`src/asb_pkg.sv`:
```
// Constants and types for the accelerometer sample buffer with offset correction
package asb_pkg;
   localparam logic [7:0] ADDR_OFF_X = 8'h22;
   localparam logic [7:0] ADDR_OFF_Y = 8'h23;
   localparam logic [7:0] ADDR_OFF_Z = 8'h24;
   localparam logic [7:0] ADDR_SETUP = 8'h26;
   localparam logic [7:0] RST_OFFSET = 8'h00;
   localparam logic [7:0] RST_SETUP = 8'h00;
   localparam int BIT_ORDER = 7;
   localparam int BIT_MODE_HI = 6;
   localparam int BIT_MODE_LO = 5;
   localparam int BIT_GATE = 4;
   localparam int BIT_TRIG_WT = 3;
   localparam int BIT_TRIG_OT = 2;
   localparam int BIT_TRIG_OR = 0;
   localparam logic [7:0] LOCKED_MASK = 8'hE0;
   localparam logic [1:0] MODE_OFF = 2'h0;
   localparam logic [1:0] MODE_STREAM = 2'h1;
   localparam logic [1:0] MODE_STOP = 2'h2;
   localparam logic [1:0] MODE_TRIG = 2'h3;
   localparam int SAMPLE_W = 12;
   localparam int TRIPLET_W = 3 * SAMPLE_W;
   localparam int BUF_DEPTH = 32;
   localparam int PTR_W = 5;
   localparam int CNT_W = 6;
   localparam int WMRK_W = 6;
   localparam int GATE_CNT_W = 8;
   localparam int IN_FIFO_DEPTH = 4;
   localparam logic [SAMPLE_W-1:0] SAT_POS = 12'h7FF;
   localparam logic [SAMPLE_W-1:0] SAT_NEG = 12'h800;
   typedef enum logic [2:0] {
      ST_ARMED = 3'b001,
      ST_POST = 3'b010,
      ST_DONE = 3'b100
   } asb_trig_e;
endpackage : asb_pkg

```
`src/asb_in_fifo.sv`:
```
// Small input FIFO with valid and ready on both sides
`timescale 1ns/1ps
module asb_in_fifo #(
   parameter int WIDTH = 36,
   parameter int DEPTH = 4
) (
   input wire logic clk_sys,
   input wire logic rst_n,
   input wire logic inValid,
   output logic inReady,
   input wire logic [WIDTH-1:0] inData,
   output logic outValid,
   input wire logic outReady,
   output logic [WIDTH-1:0] outData
);
   localparam int AW = $clog2(DEPTH);
   logic [WIDTH-1:0] mem [DEPTH];
   logic [AW:0] wrPtr_reg, wrPtr_next, rdPtr_reg, rdPtr_next;
   logic full, empty, push, pop;

   assign full = (wrPtr_reg[AW] != rdPtr_reg[AW]) && (wrPtr_reg[AW-1:0] == rdPtr_reg[AW-1:0]);
   assign empty = (wrPtr_reg == rdPtr_reg);
   assign inReady = !full;
   assign outValid = !empty;
   assign outData = mem[rdPtr_reg[AW-1:0]];
   assign push = inValid && !full;
   assign pop = outReady && !empty;

   always_comb begin
      wrPtr_next = push ? wrPtr_reg + 1'b1 : wrPtr_reg;
      rdPtr_next = pop ? rdPtr_reg + 1'b1 : rdPtr_reg;
   end

   always_ff @(posedge clk_sys or negedge rst_n) begin
      if (!rst_n) begin
         wrPtr_reg <= '0;
         rdPtr_reg <= '0;
      end else begin
         wrPtr_reg <= wrPtr_next;
         rdPtr_reg <= rdPtr_next;
      end
   end

   always_ff @(posedge clk_sys) begin
      if (push) begin
         mem[wrPtr_reg[AW-1:0]] <= inData;
      end
   end
endmodule : asb_in_fifo

```
`src/asb_sample_buffer.sv`:
```
// Offset correction and 32-triplet sample buffer with stream, stop and trigger modes
`timescale 1ns/1ps
// Function
// - Each axis has its own 8-bit signed offset register, range -128 to 127.
// - Applied offset equals the setting times two output LSBs.
// - Read-order bit clear: oldest sample is read first.
// - Read-order bit set: newest sample is read first.
// - Mode bits change only while active and trigger-pin function are clear.
// - Mode 00 disables the buffer; nothing is stored.
// - Mode 01 overwrites the oldest sample once full, keeping newest 32.
// - Mode 10 refuses new samples once full.
// - Mode 11 before trigger keeps at most watermark samples circularly.
// - After trigger accept 32 minus watermark samples, set overflow, stop.
// - Flush or full readout clears overflow and re-arms the trigger.
// - Trigger sources within, outside threshold, orientation enabled by bits 3,2,0.
// - Gate clear: power state change flushes the buffer.
// - Gate set: keep contents, discard new samples, flag and count them.
// - Flush on disable, flush command, or leaving standby.
// - Disable clears overflow, watermark, count, gate error and discard count.
module asb_sample_buffer (
   input wire logic clk_sys,
   input wire logic rst_n,
   input wire logic [7:0] regAddr,
   input wire logic regWrEn,
   input wire logic [7:0] regWrData,
   input wire logic regRdEn,
   output logic [7:0] regRdData,
   input wire logic sensorActive,
   input wire logic secondPinTriggerFunction,
   input wire logic [asb_pkg::WMRK_W-1:0] watermarkLevel,
   input wire logic flushCmd,
   input wire logic powerStateToggle,
   input wire logic evtWithinThreshold,
   input wire logic evtOutsideThreshold,
   input wire logic evtOrientChange,
   input wire logic sampleValid,
   output logic sampleReady,
   input wire logic [asb_pkg::SAMPLE_W-1:0] sampleX,
   input wire logic [asb_pkg::SAMPLE_W-1:0] sampleY,
   input wire logic [asb_pkg::SAMPLE_W-1:0] sampleZ,
   output logic outValid,
   output logic [asb_pkg::SAMPLE_W-1:0] outX,
   output logic [asb_pkg::SAMPLE_W-1:0] outY,
   output logic [asb_pkg::SAMPLE_W-1:0] outZ,
   input wire logic bufRdReq,
   output logic bufRdValid,
   output logic [asb_pkg::TRIPLET_W-1:0] bufRdData,
   output logic overflowFlag,
   output logic watermarkFlag,
   output logic [asb_pkg::CNT_W-1:0] sampleCount,
   output logic gateErrFlag,
   output logic [asb_pkg::GATE_CNT_W-1:0] gateDiscardCount,
   output logic triggered
);
   localparam int SW = asb_pkg::SAMPLE_W;
   localparam int TW = asb_pkg::TRIPLET_W;
   localparam logic [asb_pkg::CNT_W-1:0] FULL_CNT = asb_pkg::CNT_W'(asb_pkg::BUF_DEPTH);

   // Sign-extend, scale by two LSBs, add and saturate
   function automatic logic [SW-1:0] applyOffset(input logic [SW-1:0] s, input logic [7:0] o);
      logic [SW+1:0] sum;
      sum = {{2{s[SW-1]}}, s} + {{(SW-7){o[7]}}, o, 1'b0};
      if (sum[SW+1:SW-1] == 3'b000 || sum[SW+1:SW-1] == 3'b111) begin
         applyOffset = sum[SW-1:0];
      end else begin
         applyOffset = sum[SW+1] ? asb_pkg::SAT_NEG : asb_pkg::SAT_POS;
      end
   endfunction : applyOffset

   // Register file
   logic [7:0] offX_reg, offX_next, offY_reg, offY_next, offZ_reg, offZ_next;
   logic [7:0] setup_reg, setup_next, rdData_reg, rdData_next;
   logic modeLocked;

   assign modeLocked = sensorActive || secondPinTriggerFunction;

   always_comb begin
      offX_next = offX_reg;
      offY_next = offY_reg;
      offZ_next = offZ_reg;
      setup_next = setup_reg;
      rdData_next = rdData_reg;
      if (regWrEn) begin
         unique case (regAddr)
            asb_pkg::ADDR_OFF_X: offX_next = regWrData;
            asb_pkg::ADDR_OFF_Y: offY_next = regWrData;
            asb_pkg::ADDR_OFF_Z: offZ_next = regWrData;
            asb_pkg::ADDR_SETUP: begin
               setup_next = modeLocked ?
                  ((setup_reg & asb_pkg::LOCKED_MASK) | (regWrData & ~asb_pkg::LOCKED_MASK)) :
                  regWrData;
            end
            default: ;
         endcase
      end
      if (regRdEn) begin
         unique case (regAddr)
            asb_pkg::ADDR_OFF_X: rdData_next = offX_reg;
            asb_pkg::ADDR_OFF_Y: rdData_next = offY_reg;
            asb_pkg::ADDR_OFF_Z: rdData_next = offZ_reg;
            asb_pkg::ADDR_SETUP: rdData_next = setup_reg;
            default: rdData_next = 8'h00;
         endcase
      end
   end

   always_ff @(posedge clk_sys or negedge rst_n) begin
      if (!rst_n) begin
         offX_reg <= asb_pkg::RST_OFFSET;
         offY_reg <= asb_pkg::RST_OFFSET;
         offZ_reg <= asb_pkg::RST_OFFSET;
         setup_reg <= asb_pkg::RST_SETUP;
         rdData_reg <= 8'h00;
      end else begin
         offX_reg <= offX_next;
         offY_reg <= offY_next;
         offZ_reg <= offZ_next;
         setup_reg <= setup_next;
         rdData_reg <= rdData_next;
      end
   end
   assign regRdData = rdData_reg;

   // Offset correction and data outputs
   logic [SW-1:0] corrX, corrY, corrZ;
   logic [SW-1:0] outX_reg, outX_next, outY_reg, outY_next, outZ_reg, outZ_next;
   logic outValid_reg, outValid_next, inTake;

   assign corrX = applyOffset(sampleX, offX_reg);
   assign corrY = applyOffset(sampleY, offY_reg);
   assign corrZ = applyOffset(sampleZ, offZ_reg);
   assign inTake = sampleValid && sampleReady;

   always_comb begin
      outValid_next = inTake;
      outX_next = inTake ? corrX : outX_reg;
      outY_next = inTake ? corrY : outY_reg;
      outZ_next = inTake ? corrZ : outZ_reg;
   end

   always_ff @(posedge clk_sys or negedge rst_n) begin
      if (!rst_n) begin
         outValid_reg <= 1'b0;
         outX_reg <= '0;
         outY_reg <= '0;
         outZ_reg <= '0;
      end else begin
         outValid_reg <= outValid_next;
         outX_reg <= outX_next;
         outY_reg <= outY_next;
         outZ_reg <= outZ_next;
      end
   end
   assign outValid = outValid_reg;
   assign outX = outX_reg;
   assign outY = outY_reg;
   assign outZ = outZ_reg;

   // Input FIFO; drained only when no host read is pending
   logic fifoValid, drainReady, take;
   logic [TW-1:0] fifoData;

   assign drainReady = !bufRdReq;
   assign take = fifoValid && drainReady;

   asb_in_fifo #(
      .WIDTH(TW),
      .DEPTH(asb_pkg::IN_FIFO_DEPTH)
   ) u_in_fifo (
      .clk_sys(clk_sys),
      .rst_n(rst_n),
      .inValid(sampleValid),
      .inReady(sampleReady),
      .inData({corrX, corrY, corrZ}),
      .outValid(fifoValid),
      .outReady(drainReady),
      .outData(fifoData)
   );

   // Sample buffer state
   logic [TW-1:0] mem [asb_pkg::BUF_DEPTH];
   logic [asb_pkg::PTR_W-1:0] wrPtr_reg, wrPtr_next, rdIdx;
   logic [asb_pkg::CNT_W-1:0] count_reg, count_next, postCnt_reg, postCnt_next;
   logic [asb_pkg::CNT_W-1:0] wmEff, postLimit;
   asb_pkg::asb_trig_e trig_reg, trig_next;
   logic ovf_reg, ovf_next, wmf_reg, wmf_next, gateClosed_reg, gateClosed_next;
   logic gateErr_reg, gateErr_next, rdValid_reg, rdValid_next;
   logic [asb_pkg::GATE_CNT_W-1:0] gateCnt_reg, gateCnt_next;
   logic [TW-1:0] rdData_q, rdDataQ_next;
   logic [1:0] mode;
   logic lifo, gateEn, lvlPrev_reg, lvlNow, standbyExit, flush, rdFire, trigEvt, memWr;

   assign mode = setup_reg[asb_pkg::BIT_MODE_HI:asb_pkg::BIT_MODE_LO];
   assign lifo = setup_reg[asb_pkg::BIT_ORDER];
   assign gateEn = setup_reg[asb_pkg::BIT_GATE];
   assign lvlNow = sensorActive || secondPinTriggerFunction;
   assign standbyExit = lvlNow && !lvlPrev_reg;
   assign flush = (mode == asb_pkg::MODE_OFF) || flushCmd || standbyExit
      || (powerStateToggle && !gateEn);
   assign rdFire = bufRdReq && (count_reg != '0);
   assign trigEvt = (evtWithinThreshold && setup_reg[asb_pkg::BIT_TRIG_WT])
      || (evtOutsideThreshold && setup_reg[asb_pkg::BIT_TRIG_OT])
      || (evtOrientChange && setup_reg[asb_pkg::BIT_TRIG_OR]);
   assign wmEff = (watermarkLevel > FULL_CNT) ? FULL_CNT : watermarkLevel;
   assign postLimit = FULL_CNT - wmEff;
   assign rdIdx = lifo ? wrPtr_reg - 1'b1 : wrPtr_reg - count_reg[asb_pkg::PTR_W-1:0];

   always_comb begin
      wrPtr_next = wrPtr_reg;
      count_next = count_reg;
      postCnt_next = postCnt_reg;
      trig_next = trig_reg;
      ovf_next = ovf_reg;
      gateClosed_next = gateClosed_reg;
      gateErr_next = gateErr_reg;
      gateCnt_next = gateCnt_reg;
      rdValid_next = 1'b0;
      rdDataQ_next = rdData_q;
      memWr = 1'b0;
      if (flush) begin
         wrPtr_next = '0;
         count_next = '0;
         postCnt_next = '0;
         trig_next = asb_pkg::ST_ARMED;
         ovf_next = 1'b0;
         gateClosed_next = 1'b0;
         gateErr_next = 1'b0;
         gateCnt_next = '0;
      end else begin
         if (rdFire) begin
            rdValid_next = 1'b1;
            rdDataQ_next = mem[rdIdx];
            count_next = count_reg - 1'b1;
            if (lifo) begin
               wrPtr_next = wrPtr_reg - 1'b1;
            end
            if (count_reg == 6'h01) begin
               ovf_next = 1'b0;
               trig_next = asb_pkg::ST_ARMED;
               postCnt_next = '0;
               gateClosed_next = 1'b0;
               gateErr_next = 1'b0;
               gateCnt_next = '0;
            end
         end
         if (powerStateToggle && gateEn) begin
            gateClosed_next = 1'b1;
         end
         if (take && gateClosed_reg) begin
            gateErr_next = 1'b1;
            if (gateCnt_reg != '1) begin
               gateCnt_next = gateCnt_reg + 1'b1;
            end
         end else if (take) begin
            unique case (mode)
               asb_pkg::MODE_STREAM: begin
                  memWr = 1'b1;
                  wrPtr_next = wrPtr_reg + 1'b1;
                  if (count_reg == FULL_CNT) begin
                     ovf_next = 1'b1;
                  end else begin
                     count_next = count_reg + 1'b1;
                  end
               end
               asb_pkg::MODE_STOP: begin
                  if (count_reg == FULL_CNT) begin
                     ovf_next = 1'b1;
                  end else begin
                     memWr = 1'b1;
                     wrPtr_next = wrPtr_reg + 1'b1;
                     count_next = count_reg + 1'b1;
                  end
               end
               asb_pkg::MODE_TRIG: begin
                  unique case (trig_reg)
                     asb_pkg::ST_ARMED: begin
                        if (wmEff != '0) begin
                           memWr = 1'b1;
                           wrPtr_next = wrPtr_reg + 1'b1;
                           if (count_reg < wmEff) begin
                              count_next = count_reg + 1'b1;
                           end
                        end
                     end
                     asb_pkg::ST_POST: begin
                        memWr = 1'b1;
                        wrPtr_next = wrPtr_reg + 1'b1;
                        count_next = count_reg + 1'b1;
                        postCnt_next = postCnt_reg + 1'b1;
                        if (postCnt_reg + 1'b1 >= postLimit) begin
                           trig_next = asb_pkg::ST_DONE;
                           ovf_next = 1'b1;
                        end
                     end
                     asb_pkg::ST_DONE: ;
                     default: trig_next = asb_pkg::ST_ARMED;
                  endcase
               end
               default: ;
            endcase
         end
         if (mode == asb_pkg::MODE_TRIG && trig_reg == asb_pkg::ST_ARMED && trigEvt) begin
            trig_next = (postLimit == '0) ? asb_pkg::ST_DONE : asb_pkg::ST_POST;
            ovf_next = ovf_next || (postLimit == '0);
         end
      end
      wmf_next = (watermarkLevel != '0) && (count_next >= watermarkLevel);
   end

   always_ff @(posedge clk_sys or negedge rst_n) begin
      if (!rst_n) begin
         wrPtr_reg <= '0;
         count_reg <= '0;
         postCnt_reg <= '0;
         trig_reg <= asb_pkg::ST_ARMED;
         ovf_reg <= 1'b0;
         wmf_reg <= 1'b0;
         gateClosed_reg <= 1'b0;
         gateErr_reg <= 1'b0;
         gateCnt_reg <= '0;
         rdValid_reg <= 1'b0;
         rdData_q <= '0;
         lvlPrev_reg <= 1'b0;
      end else begin
         wrPtr_reg <= wrPtr_next;
         count_reg <= count_next;
         postCnt_reg <= postCnt_next;
         trig_reg <= trig_next;
         ovf_reg <= ovf_next;
         wmf_reg <= wmf_next;
         gateClosed_reg <= gateClosed_next;
         gateErr_reg <= gateErr_next;
         gateCnt_reg <= gateCnt_next;
         rdValid_reg <= rdValid_next;
         rdData_q <= rdDataQ_next;
         lvlPrev_reg <= lvlNow;
      end
   end

   always_ff @(posedge clk_sys) begin
      if (memWr) begin
         mem[wrPtr_reg] <= fifoData;
      end
   end

   assign bufRdValid = rdValid_reg;
   assign bufRdData = rdData_q;
   assign overflowFlag = ovf_reg;
   assign watermarkFlag = wmf_reg;
   assign sampleCount = count_reg;
   assign gateErrFlag = gateErr_reg;
   assign gateDiscardCount = gateCnt_reg;
   assign triggered = (trig_reg != asb_pkg::ST_ARMED);

   logic quiet;
   assign quiet = !flush && !rdFire && !gateClosed_reg;
endmodule : asb_sample_buffer

```
`config.mk`:
```
export PLATFORM = sky130hd
export DESIGN_NAME = asb_sample_buffer
export DESIGN_NICKNAME = d
export VERILOG_FILES = /design/src/asb_pkg.sv /design/src/asb_in_fifo.sv /design/src/asb_sample_buffer.sv
export SDC_FILE = /design/constraint.sdc
export NUM_CORES = 1
export LEC_CHECK = 0
export BUFFER_PORTS_ARGS = -buffer_cell sky130_fd_sc_hd__buf_4
export CAP_MARGIN = 20
export CORE_AREA = 2 2 446 448
export DETAILED_ROUTE_END_ITERATION = 7
export DIE_AREA = 0 0 448 450
export PLACE_DENSITY_LB_ADDON = 0.12
export SETUP_SLACK_MARGIN = 0.1
export SYNTH_ARGS = -nofsm -noshare
export SYNTH_HDL_FRONTEND = slang
export SYNTH_SLANG_ARGS = --single-unit
export TNS_END_PERCENT = 1
```
`constraint.sdc`:
```
create_clock -name clk_sys -period 4.4 [get_ports clk_sys]
set_clock_uncertainty 0.05 [all_clocks]
set_input_delay 1.32 -clock clk_sys [delete_from_list [all_inputs] [get_ports clk_sys]]
set_output_delay 1.32 -clock clk_sys [all_outputs]
set_load 0.02 [all_outputs]
```
==> metrics.log <==
INFO  metric run_status = complete, no violations
INFO  metric synth_area = 58800 um2
INFO  metric slew-limit-headroom = 30.0%
INFO  metric ioPinCount = 172
INFO  metric min-delay-path-class = register to register
INFO  metric antenna_violations_before_repair = 5
INFO  metric worst_hold_slack_across_all_endpoints = 0.438 ns
INFO  metric synth.ff_latch_count = 1449
INFO  metric effective_utilization_at_floorplan = 29.9%
INFO  metric setup.worst_path.end = bufRdData[9]
INFO  metric cts.sink_count = 1449
INFO  metric power.switching_fraction = 26.9%
INFO  metric critical_path.max_fanout = 25
INFO  metric synth_largest_type_area_fraction = 66.1%
INFO  metric dr_total_vias = 30900
INFO  metric ys_top_cells_by_count = edfxtp_1, mux4_2, dfrtp_1
INFO  metric ys_top_cells_by_area = edfxtp_1, mux4_2, dfrtp_1
INFO  metric dr.pass1.iters = 6
INFO  metric report.final.hold_viol_count = 0
INFO  metric tritoncts = built
INFO  metric dieHeight = 450 um
INFO  metric power.combinational.fraction = 14.1%
INFO  metric yosysMostFrequentCell = edfxtp_1
INFO  metric cts-root-buf = clkbuf_16
INFO  metric maxClockFrequency = 253 MHz
INFO  metric largest_register_ffs = 1152
INFO  metric reg2reg_setup_slack = 0.44 ns
INFO  metric grt_start_max_net_pins = 71
INFO  metric grt_util_all_layers = 16.5%
INFO  metric crit_path_max_incr_delay = 0.48 ns
INFO  metric required_worst_endpoint = 5.04 ns
INFO  metric path_clk_slew = 0.06 ns
INFO  metric cp_cell_sequence = inv_1, ha_1, inv_1, fa_1, o21ai_4, buf_12, buf_4, buf_4, mux4_2, mux2i_1, o22ai_1, a221o_1
INFO  metric yosys_most_used_dff = edfxtp_1
INFO  metric final_net_count = 3571
INFO  metric cts_buffers = 162
INFO  metric postSynthNetCount = 3217
INFO  metric worst_r2r_startpoint = wrPtr_reg[0]
INFO  metric post_synth.cell_area_avg = 19.2 um2
INFO  metric period_utilization = 89.9%
INFO  metric worstSetupPathType = register to register
INFO  metric synth_enable_flop_cells = 1296
INFO  metric synth.yosys.warnings = 0
INFO  metric part_of_the_total_power_dissipated_in_sequential_elements = 50.0%
INFO  metric critical_path.endpoint_type = register
INFO  metric number_of_global_route_vias_before_repair = 33100
INFO  metric ys_seq_area_share = 72.7%
INFO  metric yosysUniqueCellTypes = 76
INFO  metric fp.dieArea = 202000 um2
INFO  metric port_buffers = 171
INFO  metric num-fill-cells = 18400
INFO  metric seq_area = 42700 um2
INFO  metric post_cts_buffers = 0
INFO  metric dpl.hpwl = 103000 um
INFO  metric timing.critical_path.slowest_stage_cell = fa_1
INFO  metric share_of_total_power_in_the_clock_network = 35.9%
INFO  metric die_x = 448 um
INFO  metric period_needed = 3.96 ns
INFO  metric grt_first_pass_wirelength = 241000 um
INFO  metric pwr_density_cell = 516 nW/um2
INFO  metric power_leakage = 24.0 nW
INFO  metric max_slew.worst_pin.slew = 1.05 ns
INFO  metric core_region_area = 197000 um2
INFO  metric insertion_delay = 0.80 ns
INFO  metric post_synth_top_area_cell = edfxtp_1
INFO  metric post_cts_resize_count = 0
INFO  metric postRouteWirelength = 166000 um
INFO  metric count_of_maximum_capacitance_violations = 0
INFO  metric report.final.slew_viol_count = 0
INFO  metric clock_tree.htree_level_count = 4
INFO  metric top_register = mem
INFO  metric crit_path_start = wrPtr_reg[0]
INFO  metric rsz_0062_raised_after_global_routing = false
INFO  metric netlist_instances = 3066
INFO  metric reg2reg_end = bufRdData[9]
INFO  metric post_drt_via_cell_ratio = 4.98
INFO  metric switching_power = 9.75 mW
INFO  metric postCtsHoldBufs = 0
INFO  metric worst-r2r-cell-count = 12
INFO  metric gp_congestion = 0.830
INFO  metric num_rows = 163
INFO  metric p_int = 26.5 mW
INFO  metric worst_ir_drop_vdd = 0.000420 V
INFO  metric fraction_of_final_layout_cells_with_drive_strength_greater_than_1 = 27.9%
INFO  metric critPathLaunchType = register
INFO  metric avgRoutedWirePerCell = 26.8 um
INFO  metric post_synth_arst_share = 10.6%
INFO  metric route.antenna.remaining_nets = 0
INFO  metric clockBufferDepth = 3
INFO  metric area_growth = 19.5%
INFO  metric finalCoreUtilization = 35.8%
INFO  metric worstPathArrival = 4.59 ns
INFO  metric finalSetupViolations = 0
INFO  metric multi_input_area = 15500 um2
INFO  metric drc_errors = 0
INFO  metric drt-initial-drc-count = 2364
INFO  metric global_route.overflow_total = 0
power groups by stage:
| stage | Combinational, mW | Clock, mW | Sequential (mW) |
|---|---|---|---|
| 2_1_floorplan | 2.50 | 0 | 18.5 |
| 3_3_place_gp | 5.02 | 0 | 18.4 |
| 3_5_place_dp | 5.27 | 0 | 18.4 |
| 4_1_cts | 5.28 | 13.4 | 18.2 |
| 5_1_grt | 5.68 | 13.9 | 18.2 |
| 6_report | 5.10 | 13.0 | 18.1 |
routing by layer:
layer,track usage [%],vias up,wire length [um]
li1,-,13300,-
met1,22.7,16600,75000
met2,27.3,744,80700
met3,2.85,180,7300
met4,3.80,0,2970
met5,0,-,0
area by class of cell:
class                           instances  share of cell area (%)
Antenna cell                            1                 0.00356
Clock buffer                          232                    6.37
Clock inverter                         70                   0.943
Inverter                               54                   0.288
Multi-Input combinational cell       1409                    22.0
Sequential cell                      1449                    60.8
Tap cell                             2640                    4.70
Timing Repair Buffer                  344                    4.91
placed cells by master, fill, tap and decap left out, types with 10 or more instances in the layout:
cell	netlist	layout
nor2_4	0	33
ha_1	76	76
mux2i_1	110	108
o21ai_0	52	51
o21a_1	10	10
a21oi_1	95	95
a22o_1	10	10
clkinv_2	0	21
a211oi_1	48	48
a21o_1	17	17
and3_1	14	10
mux2_2	39	39
inv_1	52	52
dfrtp_1	152	150
edfxtp_1	1296	1296
clkbuf_1	59	57
nor2b_1	52	52
nand3b_1	13	13
a221o_1	36	36
nor3_1	15	15
nand3_1	30	30
xnor2_1	31	31
buf_4	5	274
clkinv_1	1	28
clkbuf_8	0	11
and2_1	41	41
xor2_1	15	15
clkbuf_16	0	165
nor2_1	94	61
buf_12	0	69
nand2_1	82	80
o22ai_1	45	45
mux4_2	324	324
a31oi_1	20	20
per-stage QoR:
stage,worst slack (ns),instances,total power [mW],area [um2],setup TNS (ns)
2_1_floorplan,-0.289,3066,21.0,58800,-329.33
3_3_place_gp,-0.204,5895,23.4,65100,-0.204
3_5_place_dp,-0.137,5895,23.7,65100,-0.137
4_1_cts,0.399,6197,36.9,70300,0
5_1_grt,0.298,6198,37.8,70300,0
6_report,0.442,6199,36.3,70300,0
worst min path at each step:
stage                      startpoint                     end  slack (ns)  depth (start not counted)
2_1_floorplan  u_in_fifo.wrPtr_reg[2]  u_in_fifo.wrPtr_reg[2]        0.41                          1
3_3_place_gp                 outY[11]                outY[11]        0.42                          2
3_5_place_dp                 outY[11]                outY[11]        0.42                          2
4_1_cts                         rst_n                outZ[10]        0.44                          1
5_1_grt        u_in_fifo.rdPtr_reg[2]  u_in_fifo.rdPtr_reg[2]        0.47                          1
6_report       u_in_fifo.wrPtr_reg[2]  u_in_fifo.wrPtr_reg[2]        0.44                          1
critical path, delay by kind of cell, from the launching register on:
kind / cells / cell delay (ns)
AO/OA/AOI/OAI: 3 / 0.90
flip-flops: 1 / 0.47
multiplexers: 2 / 0.63
adder cells (fa/ha/maj): 2 / 0.70
buffers and inverters: 5 / 1.04
logic make-up (layout without fill, tap and decap cells):
logic type / Yosys count / in the layout / share of synthesized area [%]
muxes: 473 / 473 / 15.0
AOI/OAI and AO/OA: 420 / 420 / 4.87
xor gates and xnor gates: 46 / 46 / 0.685
and+or+nand+nor: 390 / 390 / 3.42
buffers and inverters: 208 / 700 / 1.61
DFF: 1449 / 1449 / 72.7
adders and majority gates: 80 / 80 / 1.75
other: 0 / 1 / 0
Note: power is estimated with default switching activity, not from simulation.
